==> src/epe_defines.vh <==
// constants for the enhanced parallel port cycle engine
`ifndef EPE_DEFINES_VH
`define EPE_DEFINES_VH
`define EPE_OFS_ADDR 3'h3
`define EPE_OFS_DATA0 3'h4
`define EPE_OFS_DATA1 3'h5
`define EPE_OFS_DATA2 3'h6
`define EPE_OFS_DATA3 3'h7
`define EPE_BYTE_RESET 8'h00
`define EPE_TMO_BIT 0
`define EPE_CLK_MHZ 20
`define EPE_TMO_USEC 10
`define EPE_TMO_CYCLES (`EPE_TMO_USEC * `EPE_CLK_MHZ)
`define EPE_FIFO_DEPTH 4
`define EPE_FIFO_WIDTH 9
`endif

==> src/epe_fifo.v <==
// small first-in first-out buffer with valid/ready on both sides
`timescale 1ns/10ps
module epe_fifo #(
  parameter WIDTH = 9,
  parameter DEPTH = 4,
  parameter AW = 2
) (
  input wire clock,
  input wire reset_n,
  input wire in_valid,
  output wire in_ready,
  input wire [WIDTH-1:0] in_data,
  output wire out_valid,
  input wire out_ready,
  output reg [WIDTH-1:0] out_data
);
  reg [WIDTH-1:0] mem [0:DEPTH-1]; // storage words
  reg [AW-1:0] wr_ptr; // next write slot
  reg [AW-1:0] rd_ptr; // next read slot
  reg [AW:0] count; // words held
  reg out_full; // output register holds a word
  wire do_wr;
  wire do_rd;
  wire load_out;
  assign in_ready = (count != DEPTH[AW:0]);
  assign do_wr = in_valid & in_ready;
  assign load_out = (count != {(AW+1){1'b0}}) & (~out_full | out_ready);
  assign do_rd = load_out;
  assign out_valid = out_full;
  // pointer, count and output register; read data comes out of a register
  always @(posedge clock or negedge reset_n) begin
    if (!reset_n) begin
      wr_ptr <= {AW{1'b0}};
      rd_ptr <= {AW{1'b0}};
      count <= {(AW+1){1'b0}};
      out_full <= 1'b0;
      out_data <= {WIDTH{1'b0}};
    end else begin
      if (do_wr) begin
        wr_ptr <= wr_ptr + 1'b1;
      end
      if (do_rd) begin
        rd_ptr <= rd_ptr + 1'b1;
        out_data <= mem[rd_ptr];
        out_full <= 1'b1;
      end else if (out_ready) begin
        out_full <= 1'b0;
      end
      if (do_wr & ~do_rd) begin
        count <= count + 1'b1;
      end else if (~do_wr & do_rd) begin
        count <= count - 1'b1;
      end
    end
  end
  // memory write, no reset needed on storage
  always @(posedge clock) begin
    if (do_wr) begin
      mem[wr_ptr] <= in_data;
    end
  end
endmodule

==> src/epe_engine.v <==
// enhanced parallel port cycle engine: host strobes to peripheral address/data cycles
// Notes on behaviour
// - address write drives byte, strobes, holds it
// - address read latches lines at strobe release
// - data write drives byte, strobes, holds it
// - data read latches lines at strobe release
// - reset clears address and data registers
// - offsets five to seven mirror data zero
// - registers only reachable in enhanced mode
// - idle: outputs follow control register bits
// - watchdog runs from host strobe assertion
// - watchdog expiry aborts, releases host, flags
// - v1.7 write: direction low, then strobe
// - v1.7: hold ready low while wait low
// - write strobe high releases strobes first; code releases direction in the same cycle
// - v1.7 read: direction high, strobe low
// - v1.9: ready low at once, await wait
// - v1.9 write: direction low, strobe, wait high
// - v1.9 read: strobe, wait high, release
// - interrupt passes through uninverted
// - active-low peripheral reset output
// - port direction high for reads or while control direction bit set
// - control strobe bit cannot disturb active cycle; direction and init bits act in any state
// - timeout flag cleared by writing one
`timescale 1ns/10ps
`include "epe_defines.vh"
module epe_engine #(
  parameter TMO_CYCLES = `EPE_TMO_CYCLES,
  parameter FIFO_DEPTH = `EPE_FIFO_DEPTH
) (
  input wire clock,
  input wire reset_n,
  input wire host_rd_n,
  input wire host_wr_n,
  input wire [2:0] host_addr,
  input wire [7:0] host_bus_byte,
  output reg [7:0] host_rd_byte,
  output reg iochrdy,
  input wire epp_mode,
  input wire version_19,
  input wire ctrl_strobe,
  input wire ctrl_autofd,
  input wire ctrl_init,
  input wire ctrl_dir_bit,
  input wire status_wr,
  input wire [7:0] status_wr_byte,
  output reg cycle_timeout_flag,
  input wire [7:0] port_lines_in,
  output reg [7:0] port_lines_out,
  output reg port_lines_oe_n,
  output reg xfer_dir_wr_n,
  output reg data_strobe_pin_n,
  output reg addr_strobe_pin_n,
  output reg strobe_pin_n,
  output reg init_pin_n,
  input wire periph_hold_n,
  input wire periph_intr,
  output reg intr_out,
  output reg periph_reset_n,
  output reg port_dir_out,
  output reg [8:0] log_data,
  output reg log_valid,
  input wire log_ready
);
  // state codes
  localparam ST_IDLE = 3'd0;
  localparam ST_WAITLO = 3'd1;
  localparam ST_STROBE = 3'd2;
  localparam ST_WAITHI = 3'd3;
  localparam ST_HOLD = 3'd4;
  localparam ST_ABORT = 3'd5;
  localparam TW = 16;
  // pin synchronisers: first stage read only by second
  reg [2:0] rd_s2; // second stage: rd, wr, hold
  reg [2:0] wr_meta;
  reg [7:0] lines_s1, lines_s2;
  reg intr_s1, intr_s2;
  reg [2:0] addr_s1, addr_s2;
  reg [7:0] db_s1, db_s2;
  reg rd_n_q, wr_n_q, hold_n_q; // synchronised levels
  reg rd_n_d, wr_n_d; // delayed for edges
  reg [2:0] state;
  reg is_read; // current cycle is a read
  reg is_addr; // current cycle is an address cycle
  reg [7:0] epp_address_byte;
  reg [7:0] epp_data_byte0;
  reg [TW-1:0] wd_count; // watchdog counter
  reg [2:0] lat_addr; // offset of current cycle
  wire fifo_in_ready;
  wire fifo_out_valid;
  wire [8:0] fifo_out_data;
  reg fifo_push;
  reg [8:0] fifo_push_data;
  wire rd_fall;
  wire wr_fall;
  wire host_end;
  wire wd_expire;
  wire tmo_clear;
  // offset decode shared by read and write paths
  function is_epp_ofs;
    input [2:0] ofs;
    begin
      is_epp_ofs = (ofs == `EPE_OFS_ADDR) | (ofs == `EPE_OFS_DATA0) |
        (ofs == `EPE_OFS_DATA1) | (ofs == `EPE_OFS_DATA2) | (ofs == `EPE_OFS_DATA3);
    end
  endfunction
  // two-flop synchronisers for every pin
  always @(posedge clock or negedge reset_n) begin
    if (!reset_n) begin
      wr_meta <= 3'h7;
      rd_s2 <= 3'h7;
      lines_s1 <= 8'h00;
      lines_s2 <= 8'h00;
      intr_s1 <= 1'b0;
      intr_s2 <= 1'b0;
      addr_s1 <= 3'h0;
      addr_s2 <= 3'h0;
      db_s1 <= 8'h00;
      db_s2 <= 8'h00;
      rd_n_d <= 1'b1;
      wr_n_d <= 1'b1;
    end else begin
      wr_meta <= {host_rd_n, host_wr_n, periph_hold_n};
      rd_s2 <= wr_meta;
      lines_s1 <= port_lines_in;
      lines_s2 <= lines_s1;
      intr_s1 <= periph_intr;
      intr_s2 <= intr_s1;
      addr_s1 <= host_addr;
      addr_s2 <= addr_s1;
      db_s1 <= host_bus_byte;
      db_s2 <= db_s1;
      rd_n_d <= rd_s2[2];
      wr_n_d <= rd_s2[1];
    end
  end
  always @* begin
    rd_n_q = rd_s2[2];
    wr_n_q = rd_s2[1];
    hold_n_q = rd_s2[0];
  end
  assign rd_fall = rd_n_d & ~rd_n_q;
  assign wr_fall = wr_n_d & ~wr_n_q;
  assign host_end = is_read ? rd_n_q : wr_n_q;
  assign wd_expire = (wd_count >= TMO_CYCLES[TW-1:0]);
  assign tmo_clear = status_wr & status_wr_byte[`EPE_TMO_BIT];
  // cycle sequencer
  always @(posedge clock or negedge reset_n) begin
    if (!reset_n) begin
      state <= ST_IDLE;
      is_read <= 1'b0;
      is_addr <= 1'b0;
      lat_addr <= 3'h0;
      epp_address_byte <= `EPE_BYTE_RESET;
      epp_data_byte0 <= `EPE_BYTE_RESET;
      wd_count <= {TW{1'b0}};
      cycle_timeout_flag <= 1'b0;
      host_rd_byte <= 8'h00;
      iochrdy <= 1'b1;
      xfer_dir_wr_n <= 1'b1;
      data_strobe_pin_n <= 1'b1;
      addr_strobe_pin_n <= 1'b1;
      port_lines_out <= 8'h00;
      fifo_push <= 1'b0;
      fifo_push_data <= 9'h000;
    end else begin
      fifo_push <= 1'b0;
      // watchdog from host strobe until wait rises
      if (state == ST_IDLE) begin
        wd_count <= {TW{1'b0}};
      end else if (state != ST_HOLD && state != ST_ABORT) begin
        wd_count <= wd_count + 1'b1;
      end
      // set wins over software clear
      if (state != ST_IDLE && state != ST_HOLD && state != ST_ABORT && wd_expire) begin
        cycle_timeout_flag <= 1'b1;
      end else if (tmo_clear) begin
        cycle_timeout_flag <= 1'b0;
      end
      case (state)
        ST_IDLE: begin
          // accesses only honoured in enhanced mode
          if (epp_mode && is_epp_ofs(addr_s2) && (rd_fall || wr_fall)) begin
            is_read <= rd_fall;
            is_addr <= (addr_s2 == `EPE_OFS_ADDR);
            lat_addr <= addr_s2;
            if (wr_fall) begin
              port_lines_out <= db_s2;
              if (addr_s2 == `EPE_OFS_ADDR) begin
                epp_address_byte <= db_s2;
              end else begin
                epp_data_byte0 <= db_s2;
              end
            end
            if (version_19) begin
              iochrdy <= 1'b0;
              state <= ST_WAITLO;
            end else begin
              // v1.7: direction first, strobe in next state
              xfer_dir_wr_n <= rd_fall;
              state <= ST_STROBE;
            end
          end
        end
        ST_WAITLO: begin
          if (wd_expire) begin
            state <= ST_ABORT;
          end else if (!hold_n_q) begin
            xfer_dir_wr_n <= is_read;
            state <= ST_STROBE;
          end
        end
        ST_STROBE: begin
          // strobe one cycle after direction settles
          if (is_addr) begin
            addr_strobe_pin_n <= 1'b0;
          end else begin
            data_strobe_pin_n <= 1'b0;
          end
          if (!version_19) begin
            iochrdy <= 1'b0;
          end
          state <= ST_WAITHI;
        end
        ST_WAITHI: begin
          if (wd_expire) begin
            state <= ST_ABORT;
          end else if (hold_n_q) begin
            iochrdy <= 1'b1;
            state <= ST_HOLD;
          end
        end
        ST_HOLD: begin
          // host strobe end releases direction and strobes
          if (host_end) begin
            xfer_dir_wr_n <= 1'b1;
            addr_strobe_pin_n <= 1'b1;
            data_strobe_pin_n <= 1'b1;
            if (is_read) begin
              host_rd_byte <= lines_s2;
              if (is_addr) begin
                epp_address_byte <= lines_s2;
              end else begin
                epp_data_byte0 <= lines_s2;
              end
            end
            fifo_push <= fifo_in_ready;
            fifo_push_data <= {is_read, is_read ? lines_s2 : port_lines_out};
            state <= ST_IDLE;
          end
        end
        ST_ABORT: begin
          // abort: free host and peripheral at once
          iochrdy <= 1'b1;
          xfer_dir_wr_n <= 1'b1;
          addr_strobe_pin_n <= 1'b1;
          data_strobe_pin_n <= 1'b1;
          if (host_end) begin
            state <= ST_IDLE;
          end
        end
        default: begin
          state <= ST_IDLE;
        end
      endcase
    end
  end
  // pass-through pins; control strobe bit steers only while idle, direction and init bits always
  always @(posedge clock or negedge reset_n) begin
    if (!reset_n) begin
      strobe_pin_n <= 1'b1;
      init_pin_n <= 1'b0;
      intr_out <= 1'b0;
      periph_reset_n <= 1'b0;
      port_dir_out <= 1'b0;
      port_lines_oe_n <= 1'b0;
    end else begin
      intr_out <= intr_s2;
      periph_reset_n <= ctrl_init;
      init_pin_n <= ctrl_init;
      if (state == ST_IDLE) begin
        strobe_pin_n <= ~ctrl_strobe;
      end
      // direction high only for control bit or an active read
      port_dir_out <= ctrl_dir_bit | ((state != ST_IDLE) & is_read);
      port_lines_oe_n <= ctrl_dir_bit | ((state != ST_IDLE) & is_read);
    end
  end
  // unused control input kept for autofeed path at latched offset zero
  wire unused_autofd = ctrl_autofd & (lat_addr == 3'h0);
  // cycle log buffer; engine drops entries when full
  wire [8:0] log_fifo_q;
  epe_fifo #(.WIDTH(`EPE_FIFO_WIDTH), .DEPTH(FIFO_DEPTH), .AW(2)) u_fifo (
    .clock(clock),
    .reset_n(reset_n),
    .in_valid(fifo_push),
    .in_ready(fifo_in_ready),
    .in_data(fifo_push_data),
    .out_valid(fifo_out_valid),
    .out_ready(log_ready | ~log_valid),
    .out_data(log_fifo_q)
  );
  assign fifo_out_data = log_fifo_q;
  // log outputs registered
  always @(posedge clock or negedge reset_n) begin
    if (!reset_n) begin
      log_valid <= 1'b0;
      log_data <= 9'h000;
    end else if (log_ready | ~log_valid) begin
      log_valid <= fifo_out_valid;
      log_data <= fifo_out_data;
    end
  end
endmodule

==> config.mk <==
export PLATFORM = sky130hd
export DESIGN_NAME = epe_engine
export DESIGN_NICKNAME = d
export VERILOG_FILES = /design/src/epe_fifo.v /design/src/epe_engine.v
export VERILOG_INCLUDE_DIRS = /design/src /design/src/src
export SDC_FILE = /design/constraint.sdc
export NUM_CORES = 1
export LEC_CHECK = 0
export BUFFER_PORTS_ARGS = -buffer_cell sky130_fd_sc_hd__buf_2
export CAP_MARGIN = 40
export CORE_ASPECT_RATIO = 0.6
export CORE_UTILIZATION = 56
export DETAILED_ROUTE_END_ITERATION = 16
export PLACE_DENSITY = 0.77
export SLEW_MARGIN = 25
export SYNTH_ARGS = -nofsm -noshare
export SYNTH_HDL_FRONTEND = slang
export SYNTH_SLANG_ARGS = --single-unit
==> constraint.sdc <==
create_clock -name clock -period 6.3 [get_ports clock]
set_input_delay 0 -clock clock [delete_from_list [all_inputs] [get_ports clock]]
set_output_delay 0 -clock clock [all_outputs]
set_load 0.05 [all_outputs]
# Word level (Yosys, flattened, before mapping)

Memory sizes are Yosys's and may differ from the RTL's. A register that Yosys moved wholly into a read port is not among the register bits.
Index checks and enable logic that the tools add are counted.

$lt $le $gt $ge: 1
Add/sub/neg operators: 5
Reductions and logical operators: 28
Equal/unequal tests: 27
Muxes and demuxes: 38
Bitwise gates (word level): 22

Operators with widths:

| operator                | count |
|---|---|
| $mux W16                | 2 |
| $mux W3                 | 8 |
| $ne A2 B2 Y1 const B    | 11 |
| $mux W1                 | 21 |
| $eq A3 B3 Y1 const B    | 6 |
| $add A16 B1 Y16 const B | 1 |
| $ge A16 B8 Y1 const B   | 1 |
| $ne A3 B3 Y1 const B    | 5 |
| $pmux W3 S5             | 1 |
| $reduce_and A3 Y1       | 4 |
| $reduce_and A6 Y1       | 2 |
| $eq A3 B2 Y1 const B    | 3 |
| $reduce_bool A3 Y1      | 3 |
| $and A1 B1 Y1           | 8 |
| $mux W8                 | 1 |
| $pmux W1 S4             | 2 |
| $reduce_bool A2 Y1      | 4 |
| $reduce_bool A4 Y1      | 2 |
| $not A1 Y1              | 7 |
| $or A1 B1 Y1            | 7 |
| $logic_and A1 B1 Y1     | 6 |
| $pmux W1 S3             | 2 |
| $add A2 B1 Y2 const B   | 2 |
| $reduce_and A2 Y1       | 2 |
| other kinds (10)        | 10 |

Memories kept: 1
Register bits: 122
Bits in writable memories: 36
Output and inout port bits: 37

Memory list:

| name       | depth | bits a word | rd ports | clocked after Yosys merged registers in | write ports | RTL line      | text |
|---|---|---|---|---|---|---|---|
| u_fifo.mem | 4     | 9           | 1        | 1                                       | 1           | epe_fifo.v:17 | `reg [WIDTH-1:0] mem [0:DEPTH-1];` |

# Depth between registers and ports, before layout

Gate-level depths: netlist of the first run.

Depth after elaboration: 9
Mapped depth: 11
Gate-level depth less buffers: 9

# Modules after synthesis

From an unflattened synthesis of the first run, not the netlist that was laid out.

Cells, all modules: 428
Area total of the unflattened synthesis: 6436.2 µm²

By module, submodules not included:

| module     | area each (µm²) | cells each | instances |
|---|---|---|---|
| epe_engine | 4317.9          | 323        | 1 |
| epe_fifo   | 2118.3          | 105        | 1 |

# Worst setup path after synthesis of the first run

No wires, ideal clock.

Path kind: flip-flop to flip-flop
From: register log_valid
To: register u_fifo.count[1]
Setup time: 0.125 ns
Path buffers: 2
Arrival time: 2.356 ns
Required time: 6.175 ns
Cell stages (with the launch flop): 10
Setup slack: 3.819 ns
Cell sequence: dfrtp_1 -> nor2b_1 -> buf_2 -> a21oi_1 -> buf_2 -> inv_1 -> ha_1 -> inv_1 -> fa_1 -> mux2_2

Word-level cells in the longest chain between the ends: 7
Elaborated cells between the ends (all ways): 9
Those cells by class: 1 x mux; 7 x bitwise; 1 x reduce/logical

Ends and longest elaborated chain:

| what                                          | RTL line         | text |
|---|---|---|
| start, declared                               | epe_engine.v:62  | `output reg log_valid,` |
| start signal, assigned                        | epe_engine.v:310 | `log_valid <= fifo_out_valid;` |
| $not A1 Y1 *                                  | epe_engine.v:300 | `.out_ready(log_ready \| ~log_valid),` |
| $or A1 B1 Y1 *                                | epe_engine.v:300 |  |
| $or A1 B1 Y1 *                                | epe_fifo.v:27    | `assign load_out = (count != {(AW+1){1'b0}}) & (~out_full \| out_ready);` |
| $and A1 B1 Y1 *                               | epe_fifo.v:27    |  |
| $not A1 Y1                                    | epe_fifo.v:49    | `if (do_wr & ~do_rd) begin` |
| $and A1 B1 Y1                                 | epe_fifo.v:49    |  |
| $mux W3 or $reduce_bool A2 Y1 (tied branches) | -                |  |
| end signal, assigned                          | epe_fifo.v:35    | `count <= {(AW+1){1'b0}};` |
| end signal, assigned                          | epe_fifo.v:50    | `count <= count + 1'b1;` |
| end signal, assigned                          | epe_fifo.v:52    | `count <= count - 1'b1;` |
| end, declared                                 | epe_fifo.v:20    | `reg [AW:0] count;` |

Every way passes the cells marked *; elsewhere a longest branch is shown, timed or not.
A chain may end at the register's enable or synchronous reset.

# Final worst setup path of the first run

From: register log_valid
To: register u_fifo.count[2]

Same word-level chain as after synthesis.

==> metrics, run 1 <==
status=completed; max_slew headroom=56.36%; final core utilization=a little over 70%; Worst Skew=between 10 and 15 ps; quantity of gates resized following cts=0; Placed Instances=between 600 and 700; Vias/cell=approximately 5.4; CTS tree=yes; Synth Register Bits=167; pin count of the biggest net entering global routing=69; Worst-Skew Late Latency=around 430 ps; Yosys cell types=between 50 and 60; I/O pin total=78; Setup-failing EPs final=0; Worst VDD drop=between 0.3 and 0.4 mV; ANT nets after route=0; Yosys top cell area share=between 40% and 50%; cell area after synthesis=~0.0064 mm^2; Max Cap Viol=0; WP data arrival=around 2800 ps; final cell count without fillers=~700; crit path time final=roughly 2500 ps; layout cells sized above 1=between 20 and 30%; die height=84.55 um; syn_nets=493; count of warnings emitted by yosys=0; Fin. Hold Viols=0; worst-path cell with the longest stage delay=nor2b_1; area of the multi-input gates=about 0.0018 mm^2; fmax=slightly above 400 MHz; fin nets=600; Final period util=39.46%; core area=~0.011 mm^2; Sink Count=~170; async set-or-reset flop fraction in the synthesized netlist=around four fifths; post-synthesis mux area share=roughly a tenth; CTS max path bufs=2; DRT Pass-1 Iters=5; Buffers & Inverters on Critical Path=2; CP Class=reg -> reg; initial antenna violation count=0; GPL Wtd Cong=slightly below 0.8; number of buffers created by CTS=17; global-route wire length before repair=around 20,000 um; Hold WS=slightly below 80 ps; vias in the first global route=approximately 3,900; clk root buf=clkbuf_16; XOR/XNOR Fraction of Synth Area=between 2 and 2.5%; Mapped Avg Cell Area=14.32 um^2; Port Buffers=between 60 and 70; Vias=between 3,000 and 4,000; post-synth top area cell=dfrtp_1; Tot GR Track Use=between 20% and 30%; Area contributors post-synth=dfrtp_1 (46%), edfxtp_1 (17%), dfstp_2 (5.4%), mux4_2 (3.2%), nand2_1 (3.1%); Remaining Overflow, GRT=0; # rows=29; die area=approximately 0.012 mm^2; Post-synth EDFFs=36; Die W=139.6 um; worst-path maximum fanout=10; simple-gate share of the synthesized area=about a tenth; unrepaired setup endpoints after global routing=no; Hold WC Path Type=in -> reg; Adder-Cell Fraction of Synth Area=under 10%; Leak Pwr=~3.5 nW; Seq/Total Area, Yosys=a little under 70%; Slew @ Worst Pin=~650 ps; Synth Flop Type=dfrtp_1; register area=around 0.0044 mm^2; main combinational cell family by area after synthesis=multiplexers; total power per unit cell area=around 480 mW/mm^2; crit-path leading delay family=simple AND/OR/NAND/NOR gates; ant diodes=0; post-route DRC violation count=0; post-synthesis instance total=roughly 440; setup_tns=0 ps; Initial Utilization=slightly below 60%; WP data required=roughly 6700 ps; hold-fix buffers at CTS=31; Critical Path Sink Type=register; final wirelength=12,070 um; post-CTS setup repair buffer count=0; fin. max-slew vios=0; Clk pin slew, worst setup/hold paths=approximately 80 ps; synthesis-to-finish area growth=22.96%; crit path launch type=register; critical path's largest stage delay=between 500 and 600 ps; WL/cell=17.17 um; Synth Area in Compound Gates=under 10%; Clock H-tree levels=4; fillers=between 600 and 700; DRT iter0 DRCs=around 240; HPWL after DPL=approximately 7300 um; CP Cell Sequence=nor2b_1, a21oi_1, inv_1, ha_1, inv_1, fa_1, xor2_1, nor2_1, xor2_1
-- worst min-delay path: cells and delay by family --
family,cells,cell delay (ps)
buf+inv,1,90
compound gates,2,200
simple gates,1,180
-- Yosys cell counts (2+ instances only) --
master	count
mux2_1	4
o21ai_0	20
mux4_2	9
o211ai_1	2
buf_2	6
nand2b_1	3
a22o_1	2
or3_1	5
edfxtp_1	36
nand2_1	52
nand4_2	2
nor3_2	3
xor2_1	6
nor2b_1	3
o21ai_1	3
and2_1	5
buf_6	2
nand3_1	5
a21o_1	3
mux2_4	8
or2_2	2
nor2_1	23
clkbuf_1	5
a21oi_1	16
dfrtp_1	118
and3_1	2
buf_1	2
nor3_1	3
nor4_1	2
nand4_1	2
dfstp_2	13
inv_1	14
buf_4	3
mux2_2	17
mux2i_1	8
ha_1	7
xnor2_1	10
-- path summary, 6_finish.rpt --
check,start,endpoint,slack (ps),depth (start not counted)
worst max-delay path,log_valid,u_fifo.count[2],3810,9
worst min-delay path,epp_mode,is_addr,80,4
worst max register to register,log_valid,u_fifo.count[2],3810,9
worst min register to register,lines_s1[2],lines_s2[2],350,0
max in group asynchronous,reset_n,iochrdy,4710,6
min in group asynchronous,reset_n,addr_s2[0],470,3
-- routing by layer --
metal  up-vias  track usage, %  share of wire, %  wire (um)
li1       1770               -                 -          -
met1      1896           31.23                46       5551
met2        93           35.91                49       5858
met3        10           6.902               4.8        583
met4         0           6.993              0.63         76
met5         -               0                 0          0
-- state kept, by name, indices dropped and copies added, names as in the netlist, 3 cells and up --
name	count
fifo_push_data	9
port_lines_out	8
u_fifo.count	3
db_s2	8
wd_count	16
lines_s1	8
state	3
u_fifo.mem	36
wr_meta	3
lines_s2	8
rd_s2	3
host_rd_byte	8
db_s1	8
addr_s2	3
addr_s1	3
log_data	9
u_fifo.out_data	9
-- cells in the final DEF (no fill, tap or decap), types with 16 or more instances in the layout --
cell type      Yosys  routed
a21oi_1           16      16
buf_2              6      68
clkbuf_16          0      17
dfrtp_1          118     118
dlygate4sd3_1      0      32
edfxtp_1          36      36
mux2_2            17      17
nand2_1           52      52
nor2_1            23      23
o21ai_0           20      20
-- stage by stage --
| step | cell area [um^2] | setup slack, ps | power (mW) |
|---|---|---|---|
| detailed placement | 6808 | 3872 | 2.651 |
| floorplan | 6360 | 3819 | 2.386 |
| finish | 7820 | 3814 | 3.745 |
| CTS | 7755 | 3772 | 3.749 |
| global route | 7820 | 3510 | 3.932 |
| global placement | 6793 | 3635 | 2.593 |
-- power by group --
group	leakage [nW]	internal, mW	switching [mW]
Combinational	1.26	0.394	0.645
Sequential	1.93	1.37	0.255
Clock	0.306	0.554	0.523
Total	3.49	2.32	1.42
-- logic make-up (layout without fill, tap and decap cells) --
logic type,count (synthesis),count (layout)
AO/OA/AOI/OAI,55,55
multiplexers,46,46
adder cells (fa/ha/maj),8,8
flip-flops,167,167
XOR/XNOR,16,16
AND/OR/NAND/NOR,120,120
buffers and inverters,32,152
-- final cells by class --
cell class                 count  share of cell area (%)
clock buffer                  17                   5.440
clock inverter                15                   2.704
inverter                      14                  0.6720
multi-input combinational    245                   23.47
sequential                   167                   55.95
tap                          139                   2.224
timing repair buffer         106                   9.536
(Power assumes the default switching activity.)
==> run 2, diff against run 1 <==
==> constraint.sdc (replaced) <==
create_clock -name clock -period 2.4 [get_ports clock]
set_input_delay 0 -clock clock [delete_from_list [all_inputs] [get_ports clock]]
set_output_delay 0 -clock clock [all_outputs]
set_load 0.05 [all_outputs]
==> run 2 against run 1 <==
Global-route usage down 1.0 points; critical endpoint unchanged; register-to-register slack lost 3600 ps; sequential power rose to 2.5 times the previous value; highest routed layer unchanged; utilization shrank 0.60 points; critical path type unchanged; setup slack worse by 3600 ps; wire length decreased by 5.0%; flip-flop and latch count unchanged.
==> metrics, run 2 (same netlist as run 1, synthesis figures left out) <==
Reg-to-Reg End=u_fifo.count[2]; I/O pin total=78; die height=84.55 um; DRT Pass-1 Iters=4; Initial Utilization=between 50% and 60%; WHS Path Cells=4; critical path's largest stage delay=between 400 and 500 ps; Clk pin slew, worst setup/hold paths=70 ps; reg2reg setup slack=190 ps; fillers=around 700; fmax=451.9 MHz; unrepaired setup endpoints after global routing=no; Setup-failing EPs final=0; Die W=between 100 and 150 um; die area=about 0.012 mm^2; crit path launch type=register; initial antenna violation count=1; Final period util=between 90% and 100%; Leak Pwr=roughly 3.5 nW; Sink Count=~170; Max Cap Viol=0; CTS tree=yes; Worst VDD drop=0.6978 mV; Critical Path Sink Type=register; final core utilization=71.72%; max reg flops=36; DRT iter0 DRCs=approximately 290; status=completed; most common cell after layout, fill and taps aside=dfrtp_1; ANT nets after route=0; most frequent cells in the layout=dfrtp_1 (117), buf_2 (68), nand2_1 (52); fin nets=~600; Largest regs=u_fifo.mem: 36 flops, wd_count: 16 flops; CTS max path bufs=2; core area=between 0.01 and 0.015 mm^2; Vias=around 3,700; # rows=29; post-CTS setup repair buffer count=0; max_slew headroom=55.30%; Tot GR Track Use=between 20% and 30%; HPWL after DPL=between 7000 and 8000 um; clk root buf=clkbuf_16; CP Cell Sequence=nor2b_1, a21oi_1, inv_1, ha_1, inv_1, fa_1, xor2_1, nor2_1, xor2_1; Placed Instances=643; synthesis-to-finish area growth=21.94%; total power per unit cell area=around 1200 mW/mm^2; number of buffers created by CTS=17; WL/cell=about 16 um; worst-path cell with the longest stage delay=nor2b_1; WP data required=approximately 2700 ps; Fin. Hold Viols=0; final cell count without fillers=just over 700; vias in the first global route=between 3,000 and 4,000; global-route wire length before repair=19,050 um; reg2reg start=log_valid; post-route DRC violation count=0; quantity of gates resized following cts=0; Worst-Skew Late Latency=approximately 420 ps; CP Class=reg -> reg; worst-path maximum fanout=10; Remaining Overflow, GRT=0; Port Buffers=69; Hold WC Path Type=in -> reg; layout cells sized above 1=approximately 30%; crit path capture=u_fifo.count[2]; WP data arrival=2560 ps; Biggest register=u_fifo.mem; Clock H-tree levels=4; crit path time final=~2200 ps; total power=between 9 and 10 mW; Hold WS=approximately 77 ps; dpl ws=193.9 ps; GPL Wtd Cong=0.8073; pin count of the biggest net entering global routing=between 100 and 150; setup_tns=0 ps; Worst Skew=~6.4 ps; fin. max-slew vios=0; final setup margin=between 150 and 200 ps; final wirelength=roughly 11,000 um; Slew @ Worst Pin=roughly 670 ps; crit path from=log_valid; fin area=between 0.007 and 0.008 mm^2; Cell Area, Placed=approximately 0.0069 mm^2; Reg2Reg Depth=9; Vias/cell=roughly 5.3
==> run 2: changes by cell type in the layout (fill, tap and decap cells not counted), sizes merged <==
cell | before | now
dlygate4sd3 | 32 | 31
diode | 0 | 1
clkinv | 6 | 1
clkinvlp | 0 | 2
clkbuf | 17 | 19
buf | 74 | 78
inv | 23 | 24
==> run 2: how the worst min path moves through the flow <==
stage                              from         end  slack [ps]
after floorplan                 reset_n  addr_s1[0]        -300
after global placement    periph_hold_n  wr_meta[0]         100
after detailed placement      host_wr_n  wr_meta[1]         110
after CTS                      epp_mode     is_addr          60
after global routing           epp_mode     is_addr         100
final                          epp_mode     is_addr          80
==> run 2: worst max-delay path: cells and delay by family (launching register included) <==
| family | cells | cell delay, ps |
|---|---|---|
| AOI/OAI and AO/OA | 1 | 170 |
| buffers and inverters | 2 | 140 |
| and+or+nand+nor | 2 | 600 |
| DFF | 1 | 370 |
| adders and majority gates | 2 | 560 |
| xor gates and xnor gates | 2 | 300 |
==> run 2: what timing repair did <==
item,CTS,global route
hold buffers,31,0
endpoints found under the hold margin,155,0
setup endpoints to repair,0,0
==> run 2: routing by layer <==
layer	GRT usage [%]	wire length, um	part of all wire, %	vias to the layer above
li1	-	-	-	1765
met1	31.57	5447	47	1840
met2	32.53	5206	45	107
met3	7.017	677	5.9	13
met4	5.794	138	1.2	0
met5	0	0	0	-
==> run 2: layout make-up <==
class                   instances  area [um^2]  area share (%)
flip-flops and latches        167         4377           56.44
repair buffers                109        738.2           9.519
clock inverters                13        126.4           1.630
multi-input cells             245         1831           23.60
well taps                     139        173.9           2.243
clock buffers                  19        454.2           5.857
inverters                      14        52.55          0.6776
diodes                          1        2.502         0.03227
==> run 2: where the power goes <==
part | leakage (nW) | internal [mW] | total, mW | switching (mW)
Clock | 0.280 | 1.44 | 2.63 | 1.19
Combinational | 1.26 | 1.07 | 2.88 | 1.81
Sequential | 1.93 | 3.61 | 4.14 | 0.530
